<file path="src/design/sadc_cfg.svh">
// timing and field constants for the converter serial port
// assumes a 50 MHz system clock; included by bare name
//
// Summary of operation
// - with chip select low, falling read/convert edge holds sample and starts conversion.
// - internal bit clock: that same edge starts sending the previous result.
// - external clock: rising strobe or falling select emits frame pulse, starts send.
// - chip select and read/convert are ORed; action needs both low or one state.
// - busy low from conversion start until result is loaded into shift register.
// - power down high refuses conversions and enters reduced power.
// - power down keeps the last result in the output shift register.
// - internal mode: first bit clock edge about 450 ns after strobe falls.
// - internal mode: exactly 12 bit clock pulses per result, pin low between.
// - external mode: shift result bits in step with host bit clock.
// - format select high gives straight binary, low two's complement.
// - external mode: after 12 bits, echo passthrough input delayed 12 clocks.
`ifndef SADC_CFG_SVH
`define SADC_CFG_SVH
`define SADC_CLK_MHZ       50
`define SADC_RES_BITS      12
`define SADC_MSB_POS       11
`define SADC_CONV_NS       5700
`define SADC_CONV_CYC      ((`SADC_CONV_NS * `SADC_CLK_MHZ) / 1000)
`define SADC_LOAD_NS       220
`define SADC_LOAD_CYC      ((`SADC_LOAD_NS * `SADC_CLK_MHZ) / 1000)
`define SADC_FIRST_NS      450
`define SADC_FIRST_CYC     ((`SADC_FIRST_NS * `SADC_CLK_MHZ) / 1000)
`define SADC_BITCLK_NS     440
`define SADC_HALF_CYC      ((`SADC_BITCLK_NS * `SADC_CLK_MHZ) / 2000)
`define SADC_RESULT_RST    12'h000
`endif

</file>
<file path="src/design/sadc_pkg.sv">
// types for the converter serial port
// assumes sadc_cfg.svh for numeric constants
package sadc_pkg;
   typedef enum logic [1:0] {
      SADC_CV_IDLE = 2'b00,
      SADC_CV_CONV = 2'b01,
      SADC_CV_LOAD = 2'b10
   } sadc_conv_t;
   typedef enum logic [1:0] {
      SADC_TX_IDLE = 2'b00,
      SADC_TX_WAIT = 2'b01,
      SADC_TX_HIGH = 2'b10,
      SADC_TX_LOW  = 2'b11
   } sadc_tx_t;
endpackage

</file>
<file path="src/design/sadc_port.sv">
// converter control and serial result port
// assumes host pins are asynchronous to clk_sys_i; the sampled result comes from
// the analog core on the same clock as a level bus, read on the last load cycle, just before busy rises
`include "sadc_cfg.svh"
`timescale 1ns/100ps
`default_nettype none
module sadc_port #(
   parameter int RES_W = `SADC_RES_BITS
) (
   input  wire logic             clk_sys_i,
   input  wire logic             rst_b_i,
   input  wire logic             chip_sel_b_i,
   input  wire logic             rd_conv_i,
   input  wire logic             clock_source_select_i,
   input  wire logic             output_format_select_i,
   input  wire logic             power_down_in_i,
   input  wire logic             passthrough_i,
   input  wire logic             serial_bit_clock_i,
   input  wire logic [RES_W-1:0] core_result_i,
   output logic                  serial_bit_clock_o,
   output logic                  serial_bit_clock_oe_o,
   output logic                  serial_data_o,
   output logic                  frame_pulse_o,
   output logic                  busy_b_o,
   output logic                  hold_o,
   output logic                  low_power_o
);
   localparam int CNT_W = 10;

   // two-flop synchronisers, stage 1 read only by stage 2
   logic [6:0] s1_q;
   logic [6:0] s2_q;
   logic [6:0] s3_q;
   always_ff @(posedge clk_sys_i) begin
      if (!rst_b_i) begin
         s1_q <= 7'h03;
         s2_q <= 7'h03;
         s3_q <= 7'h03;
      end else begin
         s1_q <= {output_format_select_i, power_down_in_i, passthrough_i, serial_bit_clock_i,
                  clock_source_select_i, rd_conv_i, chip_sel_b_i};
         s2_q <= s1_q;
         s3_q <= s2_q;
      end
   end

   logic cs_b;
   logic rc;
   logic ext_sel;
   logic bclk_rise;
   logic tag_lvl;
   logic pd_lvl;
   logic fmt_sel;
   assign cs_b      = s2_q[0];
   assign rc        = s2_q[1];
   assign ext_sel   = s2_q[2];
   assign bclk_rise = s2_q[3] && !s3_q[3];
   assign tag_lvl   = s2_q[4];
   assign pd_lvl    = s2_q[5];
   assign fmt_sel   = s2_q[6];

   // the two pins are ORed, so a conversion is a fall of the OR; a frame is rc rising with cs_b low or cs_b falling with rc high
   logic ored_q;
   logic conv_edge;
   logic frame_edge;
   always_ff @(posedge clk_sys_i) begin
      if (!rst_b_i) begin
         ored_q <= 1'b1;
      end else begin
         ored_q <= cs_b | rc;
      end
   end
   assign conv_edge  = ored_q && !(cs_b | rc);
   assign frame_edge = ext_sel && !cs_b && rc && (s3_q[0] || !s3_q[1]);

   sadc_pkg::sadc_conv_t cv_q;
   logic [CNT_W-1:0]     cv_cnt_q;
   logic [RES_W-1:0]     result_q;
   logic                 start_ok;
   logic                 load_pulse;
   assign start_ok   = conv_edge && !pd_lvl && (cv_q == sadc_pkg::SADC_CV_IDLE);
   assign load_pulse = (cv_q == sadc_pkg::SADC_CV_LOAD) && (cv_cnt_q == '0);

   always_ff @(posedge clk_sys_i) begin
      if (!rst_b_i) begin
         cv_q     <= sadc_pkg::SADC_CV_IDLE;
         cv_cnt_q <= '0;
         busy_b_o <= 1'b1;
         hold_o   <= 1'b0;
      end else begin
         case (cv_q)
            sadc_pkg::SADC_CV_IDLE: begin
               if (start_ok) begin
                  cv_q     <= sadc_pkg::SADC_CV_CONV;
                  cv_cnt_q <= CNT_W'(`SADC_CONV_CYC - 1);
                  busy_b_o <= 1'b0;
                  hold_o   <= 1'b1;
               end
            end
            sadc_pkg::SADC_CV_CONV: begin
               if (cv_cnt_q == '0) begin
                  cv_q     <= sadc_pkg::SADC_CV_LOAD;
                  cv_cnt_q <= CNT_W'(`SADC_LOAD_CYC - 1);
                  hold_o   <= 1'b0;
               end else begin
                  cv_cnt_q <= cv_cnt_q - 1'b1;
               end
            end
            sadc_pkg::SADC_CV_LOAD: begin
               if (cv_cnt_q == '0) begin
                  cv_q     <= sadc_pkg::SADC_CV_IDLE;
                  busy_b_o <= 1'b1;
               end else begin
                  cv_cnt_q <= cv_cnt_q - 1'b1;
               end
            end
            default: begin
               cv_q     <= sadc_pkg::SADC_CV_IDLE;
               busy_b_o <= 1'b1;
               hold_o   <= 1'b0;
            end
         endcase
      end
   end

   always_ff @(posedge clk_sys_i) begin
      if (!rst_b_i) begin
         low_power_o <= 1'b0;
      end else begin
         low_power_o <= pd_lvl;
      end
   end

   // the finished word waits here so a transmission in progress never loses it
   logic             buf_valid;
   logic             buf_ready;
   logic [RES_W-1:0] buf_data;
   logic             take;
   sadc_skid #(.W(RES_W)) u_buf (
      .clk_sys_i   (clk_sys_i),
      .rst_b_i     (rst_b_i),
      .in_valid_i  (load_pulse),
      .in_ready_o  (),
      .in_data_i   (core_result_i),
      .out_valid_o (buf_valid),
      .out_ready_i (buf_ready),
      .out_data_o  (buf_data)
   );

   sadc_pkg::sadc_tx_t tx_q;
   logic               tx_idle;
   assign tx_idle   = (tx_q == sadc_pkg::SADC_TX_IDLE);
   assign buf_ready = tx_idle && !(conv_edge && !ext_sel) && !frame_edge;
   assign take      = buf_valid && buf_ready;

   // result register survives power down; it changes only when a new word arrives
   always_ff @(posedge clk_sys_i) begin
      if (!rst_b_i) begin
         result_q <= `SADC_RESULT_RST;
      end else if (take) begin
         result_q <= buf_data;
      end
   end

   logic [RES_W-1:0] shift_q;
   logic [CNT_W-1:0] tx_cnt_q;
   logic [3:0]       bits_q;
   logic [RES_W-1:0] fmt_word;
   assign fmt_word = fmt_sel ? result_q
                   : {~result_q[`SADC_MSB_POS], result_q[`SADC_MSB_POS-1:0]};

   always_ff @(posedge clk_sys_i) begin
      if (!rst_b_i) begin
         tx_q                  <= sadc_pkg::SADC_TX_IDLE;
         tx_cnt_q              <= '0;
         bits_q                <= 4'h0;
         shift_q               <= '0;
         serial_bit_clock_o    <= 1'b0;
         serial_bit_clock_oe_o <= 1'b0;
         serial_data_o         <= 1'b0;
         frame_pulse_o         <= 1'b0;
      end else begin
         serial_bit_clock_oe_o <= !ext_sel;
         frame_pulse_o         <= 1'b0;
         case (tx_q)
            sadc_pkg::SADC_TX_IDLE: begin
               serial_bit_clock_o <= 1'b0;
               if (!ext_sel && start_ok) begin
                  tx_q          <= sadc_pkg::SADC_TX_WAIT;
                  tx_cnt_q      <= CNT_W'(`SADC_FIRST_CYC - 1);
                  shift_q       <= fmt_word;
                  serial_data_o <= fmt_word[`SADC_MSB_POS];
                  bits_q        <= 4'h0;
               end else if (frame_edge) begin
                  frame_pulse_o <= 1'b1;
                  tx_q          <= sadc_pkg::SADC_TX_HIGH;
                  shift_q       <= fmt_word;
                  serial_data_o <= fmt_word[`SADC_MSB_POS];
                  bits_q        <= 4'h0;
               end
            end
            sadc_pkg::SADC_TX_WAIT: begin
               if (tx_cnt_q == '0) begin
                  tx_q               <= sadc_pkg::SADC_TX_HIGH;
                  tx_cnt_q           <= CNT_W'(`SADC_HALF_CYC - 1);
                  serial_bit_clock_o <= 1'b1;
               end else begin
                  tx_cnt_q <= tx_cnt_q - 1'b1;
               end
            end
            sadc_pkg::SADC_TX_HIGH: begin
               if (ext_sel) begin
                  // the tag shifts in behind the word, so the bit taken on rise 1 leaves on rise 12
                  if (!cs_b && rc) begin
                     if (bclk_rise) begin
                        shift_q       <= {shift_q[RES_W-2:0], tag_lvl};
                        serial_data_o <= shift_q[RES_W-2];
                     end
                  end else begin
                     tx_q <= sadc_pkg::SADC_TX_IDLE;
                  end
               end else if (tx_cnt_q == '0) begin
                  // data moves on the falling bit clock so it is settled at the host's rise
                  tx_q               <= sadc_pkg::SADC_TX_LOW;
                  tx_cnt_q           <= CNT_W'(`SADC_HALF_CYC - 1);
                  serial_bit_clock_o <= 1'b0;
                  if (bits_q == 4'(RES_W - 1)) begin
                     bits_q        <= 4'(RES_W);
                     serial_data_o <= tag_lvl;
                  end else begin
                     bits_q        <= bits_q + 4'h1;
                     shift_q       <= {shift_q[RES_W-2:0], 1'b0};
                     serial_data_o <= shift_q[RES_W-2];
                  end
               end else begin
                  tx_cnt_q <= tx_cnt_q - 1'b1;
               end
            end
            sadc_pkg::SADC_TX_LOW: begin
               if (tx_cnt_q != '0) begin
                  tx_cnt_q <= tx_cnt_q - 1'b1;
               end else if (bits_q == 4'(RES_W)) begin
                  tx_q <= sadc_pkg::SADC_TX_IDLE;
               end else begin
                  tx_q               <= sadc_pkg::SADC_TX_HIGH;
                  tx_cnt_q           <= CNT_W'(`SADC_HALF_CYC - 1);
                  serial_bit_clock_o <= 1'b1;
               end
            end
            default: begin
               tx_q <= sadc_pkg::SADC_TX_IDLE;
            end
         endcase
      end
   end
endmodule // sadc_port
`default_nettype wire

</file>
<file path="src/design/sadc_skid.sv">
// two-entry buffer with valid/ready on both sides
// assumes one clock, synchronous active-low reset
`timescale 1ns/100ps
`default_nettype none
module sadc_skid #(
   parameter int W = 12
) (
   input  wire logic         clk_sys_i,
   input  wire logic         rst_b_i,
   input  wire logic         in_valid_i,
   output logic              in_ready_o,
   input  wire logic [W-1:0] in_data_i,
   output logic              out_valid_o,
   input  wire logic         out_ready_i,
   output logic [W-1:0]      out_data_o
);
   logic [W-1:0] mem_q [2];
   logic         wp_q;
   logic         rp_q;
   logic [1:0]   cnt_q;
   logic         push;
   logic         pop;

   assign in_ready_o  = (cnt_q != 2'h2);
   assign out_valid_o = (cnt_q != 2'h0);
   assign out_data_o  = mem_q[rp_q];
   assign push        = in_valid_i && in_ready_o;
   assign pop         = out_valid_o && out_ready_i;

   always_ff @(posedge clk_sys_i) begin
      if (push) begin
         mem_q[wp_q] <= in_data_i;
      end
   end

   always_ff @(posedge clk_sys_i) begin
      if (!rst_b_i) begin
         wp_q  <= 1'b0;
         rp_q  <= 1'b0;
         cnt_q <= 2'h0;
      end else begin
         if (push) begin
            wp_q <= ~wp_q;
         end
         if (pop) begin
            rp_q <= ~rp_q;
         end
         cnt_q <= 2'(cnt_q + {1'b0, push} - {1'b0, pop});
      end
   end
endmodule // sadc_skid
`default_nettype wire

</file>
<file path="config.mk">
export PLATFORM = sky130hd
export DESIGN_NAME = sadc_port
export DESIGN_NICKNAME = d
export VERILOG_FILES = /design/src/design/sadc_pkg.sv /design/src/design/sadc_port.sv /design/src/design/sadc_skid.sv
export VERILOG_INCLUDE_DIRS = /design/src /design/src/design
export SDC_FILE = /design/constraint.sdc
export NUM_CORES = 1
export LEC_CHECK = 0
export ABC_AREA = 1
export BUFFER_PORTS_ARGS = -buffer_cell sky130_fd_sc_hd__buf_4
export CORE_MARGIN = 2
export CORE_UTILIZATION = 30
export DETAILED_ROUTE_END_ITERATION = 7
export PLACE_DENSITY_LB_ADDON = 0.2
export SLEW_MARGIN = 25
export SYNTH_ARGS = -nofsm -noshare
export SYNTH_HDL_FRONTEND = slang
export SYNTH_SLANG_ARGS = --single-unit
export TNS_END_PERCENT = 50
</file>
<file path="constraint.sdc">
create_clock -name clk_sys_i -period 2 [get_ports clk_sys_i]
set_input_delay 0.4 -clock clk_sys_i [delete_from_list [all_inputs] [get_ports clk_sys_i]]
set_output_delay 0.4 -clock clk_sys_i [all_outputs]
set_load 0.01 [all_outputs]
</file>
==> results of run 1 <==
==> path summary, 6_finish.rpt <==
path,to,slack [ns],cells past startpoint
setup / recovery,u_buf.cnt_q[1],0.1,11
hold / removal,s1_q[6],0.22,3
setup reg to reg,u_buf.cnt_q[1],0.1,11
hold reg to reg,s2_q[1],0.40,1
==> cell families (layout without fill, tap and decap cells) <==
group | count (synthesis) | count (layout)
AOI/OAI and AO/OA | 84 | 84
xor gates and xnor gates | 8 | 8
adders and majority gates | 16 | 16
buffers and inverters | 98 | 139
DFF | 104 | 104
and+or+nand+nor | 346 | 346
==> power groups by stage <==
stage | clock (uW) | sequential, uW | combinational, uW
3_3_place_gp | 0 | 2840 | 2820
5_1_grt | 1880 | 2850 | 3350
2_1_floorplan | 0 | 2790 | 2200
4_1_cts | 1800 | 2810 | 2860
6_report | 1730 | 2800 | 2900
3_5_place_dp | 0 | 2850 | 2840
==> cells in the final DEF, fill, tap and decap left out, types with 2 or more instances in the layout <==
cell type and count:
o21bai_1 10, xor2_1 6, buf_4 43, a21oi_1 24
xnor2_1 2, o21ai_0 28, nor2_4 5, nand4_1 7
nor2_1 75, or2_2 5, nand2_1 190, a31oi_1 14
ha_2 2, nand3_2 3, clkbuf_16 9, inv_2 3
nor3_1 13, inv_1 74, clkinv_1 2, nand2_2 5
edfxtp_1 24, nand2_4 3, nand3_1 33, o21ai_1 2
buf_12 2, nor2_2 3, dfxtp_1 79, inv_6 4
ha_1 13
==> registers in the layout, indices dropped and copies added (netlist names), 2 cells and up <==
name	cells
s3_q	3
tx_q	2
shift_q	11
s1_q	7
result_q	12
bits_q	4
tx_cnt_q	10
cv_cnt_q	10
u_buf.mem_q	24
u_buf.cnt_q	2
s2_q	7
cv_q	2
==> cells in the mapped netlist (2+ instances only) <==
| cell type | number |
|---|---|
| clkbuf_1 | 9 |
| nand2_2 | 4 |
| xor2_1 | 6 |
| nand2_4 | 2 |
| nor3_1 | 13 |
| buf_4 | 3 |
| nor2_1 | 78 |
| ha_1 | 16 |
| inv_2 | 3 |
| nand4_1 | 7 |
| a31oi_1 | 14 |
| nand3_2 | 3 |
| nand3_1 | 33 |
| buf_2 | 7 |
| edfxtp_1 | 24 |
| a21oi_1 | 24 |
| o21bai_1 | 10 |
| or2_2 | 5 |
| inv_1 | 74 |
| nand2_1 | 192 |
| nor2_2 | 2 |
| o21ai_0 | 29 |
| nor2_4 | 3 |
| xnor2_1 | 2 |
| dfxtp_1 | 80 |
==> metrics by stage <==
step	power, uW	std cells
after floorplan	4990	656
after global placement	5650	901
after detailed placement	5690	901
after CTS	7460	917
after global routing	8080	917
final	7440	917
==> cell type report <==
type	count	share of cell area (%)
well taps	220	4.72
inverters	78	5.02
clock buffers	9	3.86
repair buffers	45	6.22
multi-input cells	454	39.3
clock inverters	7	1.01
flip-flops and latches	104	39.8
==> layer usage <==
layer	global-route usage [%]	up-vias	wire, um
li1	-	2170	-
met1	17.2	1794	5670
met2	20.3	57	4740
met3	2.80	11	267
met4	5.08	0	143
met5	0	-	0
==> critical path: stages, from the launching register on <==
cell,delay (ns)
dfxtp_1,0.37
inv_1,0.10
nor2_4,0.13
nand3_1,0.12
nand2_2,0.11
nor2_4,0.05
ha_1,0.28
inv_1,0.05
ha_1,0.15
xor2_1,0.20
o21ai_0,0.11
a21oi_1,0.16
==> timing repair <==
action / CTS / global route
hold buffers: 0 / 0
endpoints found under the hold margin: 0 / 0
gates resized for setup: 0 / 13
endpoints found under the setup margin: 0 / 24
==> flow_metrics.tcl, run 1 <==
set metrics [dict create \
    status "complete, no violations" \
    worstReg2RegStart "s2_q[1]" \
    dr.first_iter.drc_count 162 \
    synth_cell_type_count 38 \
    post-synth-top-area-cell "dfxtp_1" \
    async_reset_ff_share_pct 0 \
    power_switching_share_pct 39.7 \
    drt-wirelength-per-cell_um 11.8 \
    die-height_um 133 \
    synth_enable_flop_cells 24 \
    cells_taking_the_most_area_after_synthesis "dfxtp_1, edfxtp_1, nand2_1" \
    num_io_pins 28 \
    port-buffer-count 27 \
    timing_worst_slew_pin_value_ns 0.625 \
    combinational_family_with_the_most_area_after_synthesis "simple AND/OR/NAND/NOR gates" \
    sequentialPowerShare_pct 37.7 \
    layout.cell_area.non_filler_um2 5830 \
    peakVddDrop_mv 0.491 \
    synthesis.nets 693 \
    fin_tns_setup_ns 0 \
    multiInputGateArea_um2 2290 \
    kind_of_capture_point_of_the_worst_setup_path "flop" \
    yosys.area.top_type_share_pct 32.3 \
    final_report_hold_violation_count 0 \
    finalCoreUtilization_pct 35.5 \
    die-width_um 133 \
    power_per_cell_area_nw_per_um2 1280 \
    largest_net_degree_at_the_start_of_global_routing 59 \
    postCtsSetupRepairBufs 0 \
    synth_compound_area_share_pct 9.93 \
    ctsHtreeMaxLevel 3 \
    routed_wl_um 10800 \
    period_minus_slack_ns 1.90 \
    drt_first_pass_iters 4 \
    synth_simple_gate_area_share_pct 29.9 \
    fin_worst_hold_slack_ns 0.223 \
    cts.root.buffer_cell "clkbuf_16" \
    crit_start "s2_q[1]" \
    critPathArrivalTime_ns 2.18 \
    cts.path.max_buffers 2 \
    pwr-share-comb_pct 39.0 \
    initial_antenna_violation_count 0 \
    slew_viol_final 0 \
    fmaxAchievable_mhz 526 \
    globalplace.congestion 0.809 \
    gr-total-overflow 0 \
    detailed_place_hpwl_um 7590 \
    crit_path_start_kind "flop" \
    worst_setup_slack_after_placement_ns 0.0420 \
    leakagePower_uw 0.00264 \
    antenna-diode-count 0 \
    layout-drive-gt1-share_pct 13.8 \
    yosysSeqAreaShare_pct 46.8 \
    setup_repair_after_global_routing_missed_its_margin "yes" \
    final.setup.worst_slack_ns 0.0990 \
    cts_buffers 9 \
    hp_class "in -> reg" \
    synth-seq-cells 104 \
    critical_path_peak_fanout 3 \
    power_frac_clock_pct 23.3 \
    clk_pin_slew_worst_paths_ns 0.08 \
    syn_area_per_cell_um2 7.57 \
    dpl_cell_area_um2 5500 \
    finish.net_count 729 \
    syn_inst 656 \
    timing.setup.critical_path_class "reg -> reg" \
    min-delay-start "output_format_select_i" \
    slew_headroom_pct 58.3 \
    syn-cell-area_um2 4960 \
    clkSinkCount 104 \
    floorplan.rows 47 \
    yosys_warnings 0 \
    grt_use_total_pct 12.9 \
    setup-violations-final 0 \
    floorplan.initialDensity_pct 30.3 \
    final.fill_count 1670 \
    synthAdderAreaFrac_pct 4.03 \
    first_pass_grt_wire_length_um 18500 \
    worstPathRequired_ns 2.28 \
    layout-area-overhead-vs-synth_pct 17.4 \
    yosys.area_share.xor_xnor_pct 1.41 \
    layout.area.seq_um2 2320 \
    first_global_vias 3861 \
    tritoncts "yes" \
    drc 0 \
    synth_top_flop_cell "dfxtp_1" \
    dieArea_um2 17600 \
    synth_mux_area_share_pct 0 \
    fin_worst_skew_ns 0.0141 \
    net_switching_uw 2960 \
    route.detailed.vias_per_inst 4.40 \
    final_antenna_net_count 0 \
    insertion_delay_ns 0.36 \
    timing.max_cap.violations 0 \
    detailroute.via_count 4032 \
    intPower_uw 4480 \
    final.period_utilization_pct 95.0 \
    fp.coreArea_um2 16400 \
]
(Power assumes the default switching activity.)
==> inputs of run 2 (changes only) <==
--- a/config.mk
+++ b/config.mk
@@ -8,8 +8,9 @@
 export LEC_CHECK = 0
 export ABC_AREA = 1
 export BUFFER_PORTS_ARGS = -buffer_cell sky130_fd_sc_hd__buf_4
+export CORE_ASPECT_RATIO = 1.75
 export CORE_MARGIN = 2
-export CORE_UTILIZATION = 30
+export CORE_UTILIZATION = 55
 export DETAILED_ROUTE_END_ITERATION = 7
 export PLACE_DENSITY_LB_ADDON = 0.2
 export SLEW_MARGIN = 25
==> flow_metrics.tcl, run 2 (synthesis gave the netlist of run 1 again) <==
set metrics [dict create \
    status "complete, no violations" \
    detailed_place_hpwl_um 6970 \
    peakVddDrop_mv 1.07 \
    final.period_utilization_pct 92.7 \
    fmaxAchievable_mhz 539 \
    timing.critical_path.cells "inv_1, ha_2, inv_2, nor2_4, nand4_4, a21oi_4, nand2_4, inv_2, nand2_1, nand2_1, nor2_1" \
    finish.net_count 726 \
    cts_buffers 9 \
    multiInputGateArea_um2 2280 \
    worstReg2RegStart "cv_q[0]" \
    floorplan.initialDensity_pct 56.9 \
    dr.first_iter.drc_count 268 \
    fp.coreArea_um2 8730 \
    intPower_uw 4460 \
    mostFrequentLayoutCell "nand2_1" \
    num_io_pins 28 \
    drt_first_pass_iters 4 \
    crit_family "simple AND/OR/NAND/NOR gates" \
    dieArea_um2 9830 \
    period_minus_slack_ns 1.85 \
    min-delay-start "core_result_i[9]" \
    floorplan.rows 45 \
    tritoncts "yes" \
    layoutNonFillerInstCount 811 \
    setup-violations-final 0 \
    sequentialPowerShare_pct 38.3 \
    placed_cells 795 \
    cts.root.buffer_cell "clkbuf_16" \
    kind_of_capture_point_of_the_worst_setup_path "flop" \
    crit_path_start_kind "flop" \
    cp_slowest_stage_delay_ns 0.35 \
    layout-drive-gt1-share_pct 13.4 \
    fin_total_pwr_uw 7380 \
    power_frac_clock_pct 23.9 \
    biggestRegsByFlops "u_buf.mem_q (24), result_q (12), shift_q (11)" \
    gr-total-overflow 0 \
    layout-area-overhead-vs-synth_pct 14.5 \
    final_antenna_net_count 0 \
    cts.path.max_buffers 2 \
    die-height_um 130 \
    drc 0 \
    first_global_vias 3847 \
    route.detailed.vias_per_inst 5.03 \
    hold-path-endpoint "u_buf.mem_q[1][9]" \
    critical_path_peak_fanout 9 \
    fin_tns_setup_ns 0 \
    largest_register_ffs 24 \
    pwr-share-comb_pct 37.8 \
    largest_net_degree_at_the_start_of_global_routing 59 \
    power_switching_share_pct 39.5 \
    reg2reg_depth 11 \
    detailroute.via_count 4079 \
    drt-wirelength-per-cell_um 12.0 \
    final.fill_count 764 \
    initial_antenna_violation_count 0 \
    layout_common_cells "nand2_1, dfxtp_1, nor2_1, inv_1, buf_4" \
    routed_wl_um 9710 \
    clk_pin_slew_worst_paths_ns 0.08 \
    leakagePower_uw 0.00262 \
    registers.top_by_ff_count "u_buf.mem_q" \
    first_pass_grt_wire_length_um 16400 \
    port-buffer-count 27 \
    critPathBufInv 3 \
    worstReg2RegEnd "tx_cnt_q[3]" \
    clkSinkCount 104 \
    slew_viol_final 0 \
    antenna-diode-count 0 \
    ctsHtreeMaxLevel 3 \
    grt_use_total_pct 21.3 \
    cts.hold.buffers_added 0 \
    cpMaxStageDelayCell "dfxtp_1" \
    fin_worst_skew_ns 0.00961 \
    critPathArrivalTime_ns 2.08 \
    final_report_hold_violation_count 0 \
    timing.max_cap.violations 0 \
    slew_headroom_pct 58.6 \
    net_switching_uw 2910 \
    layout.area.seq_um2 2320 \
    globalplace.congestion 0.879 \
    hp_class "in -> reg" \
    power_per_cell_area_nw_per_um2 1300 \
    r2r_setup_slack_ns 0.15 \
    die-width_um 75.8 \
    whs_path_depth 1 \
    insertion_delay_ns 0.35 \
    timing.setup.critical_path_class "reg -> reg" \
    worstPathRequired_ns 2.22 \
    timing_worst_slew_pin_value_ns 0.620 \
]
-- run 2: repair_timing --
item | in CTS | in global routing
gates resized for setup | 0 | 13
buffers inserted | 0 | 0
endpoints found under the setup margin | 0 | 15
hold endpoints to repair | 0 | 0
-- run 2: cell type report --
| class | instances | share of cell area (%) |
|---|---|---|
| multi-input cells | 454 | 40.1 |
| well taps | 117 | 2.58 |
| clock inverters | 7 | 1.47 |
| repair buffers | 42 | 5.83 |
| flip-flops and latches | 104 | 40.9 |
| clock buffers | 9 | 3.96 |
| inverters | 78 | 5.15 |
-- run 2: power by group through the flow --
stage / clock network, uW / registers [uW] / logic, uW
global route: 1890 / 2880 / 3190
CTS: 1810 / 2820 / 2750
floorplan: 0 / 2790 / 2200
global placement: 0 / 2850 / 2660
finish: 1760 / 2830 / 2790
detailed placement: 0 / 2870 / 2730
-- run 2: how the worst max path moves through the flow --
stage,from,cells after the start,slack [ns],endpoint
6_report,cv_q[0],11,0.15,tx_cnt_q[3]
3_3_place_gp,s2_q[1],11,0.16,u_buf.cnt_q[1]
4_1_cts,s2_q[1],11,0.04,u_buf.cnt_q[1]
2_1_floorplan,cv_cnt_q[0],8,-0.08,u_buf.mem_q[0][0]
3_5_place_dp,s2_q[1],11,0.07,u_buf.cnt_q[1]
5_1_grt,cv_q[0],10,-0.01,u_buf.cnt_q[1]
-- run 2: routing by layer --
layer	vias to the layer above	share of wire [%]	GRT usage, %
met5	-	0	0
met3	18	2.5	4.28
li1	2153	-	-
met2	55	53	38.0
met4	0	2.9	10.0
met1	1853	41	23.3
-- run 2: through the flow --
| step | hold WS [ns] | cell area [um^2] | setup slack (ns) | util, % |
|---|---|---|---|---|
| after floorplan | 0.390 | 4970 | -0.0831 | - |
| after global placement | 0.398 | 5340 | 0.155 | 61.2 |
| after detailed placement | 0.401 | 5340 | 0.0652 | 61.2 |
| after CTS | 0.224 | 5650 | 0.0389 | 64.7 |
| after global routing | 0.217 | 5680 | -0.0144 | 65.1 |
| final | 0.229 | 5680 | 0.146 | 65.1 |
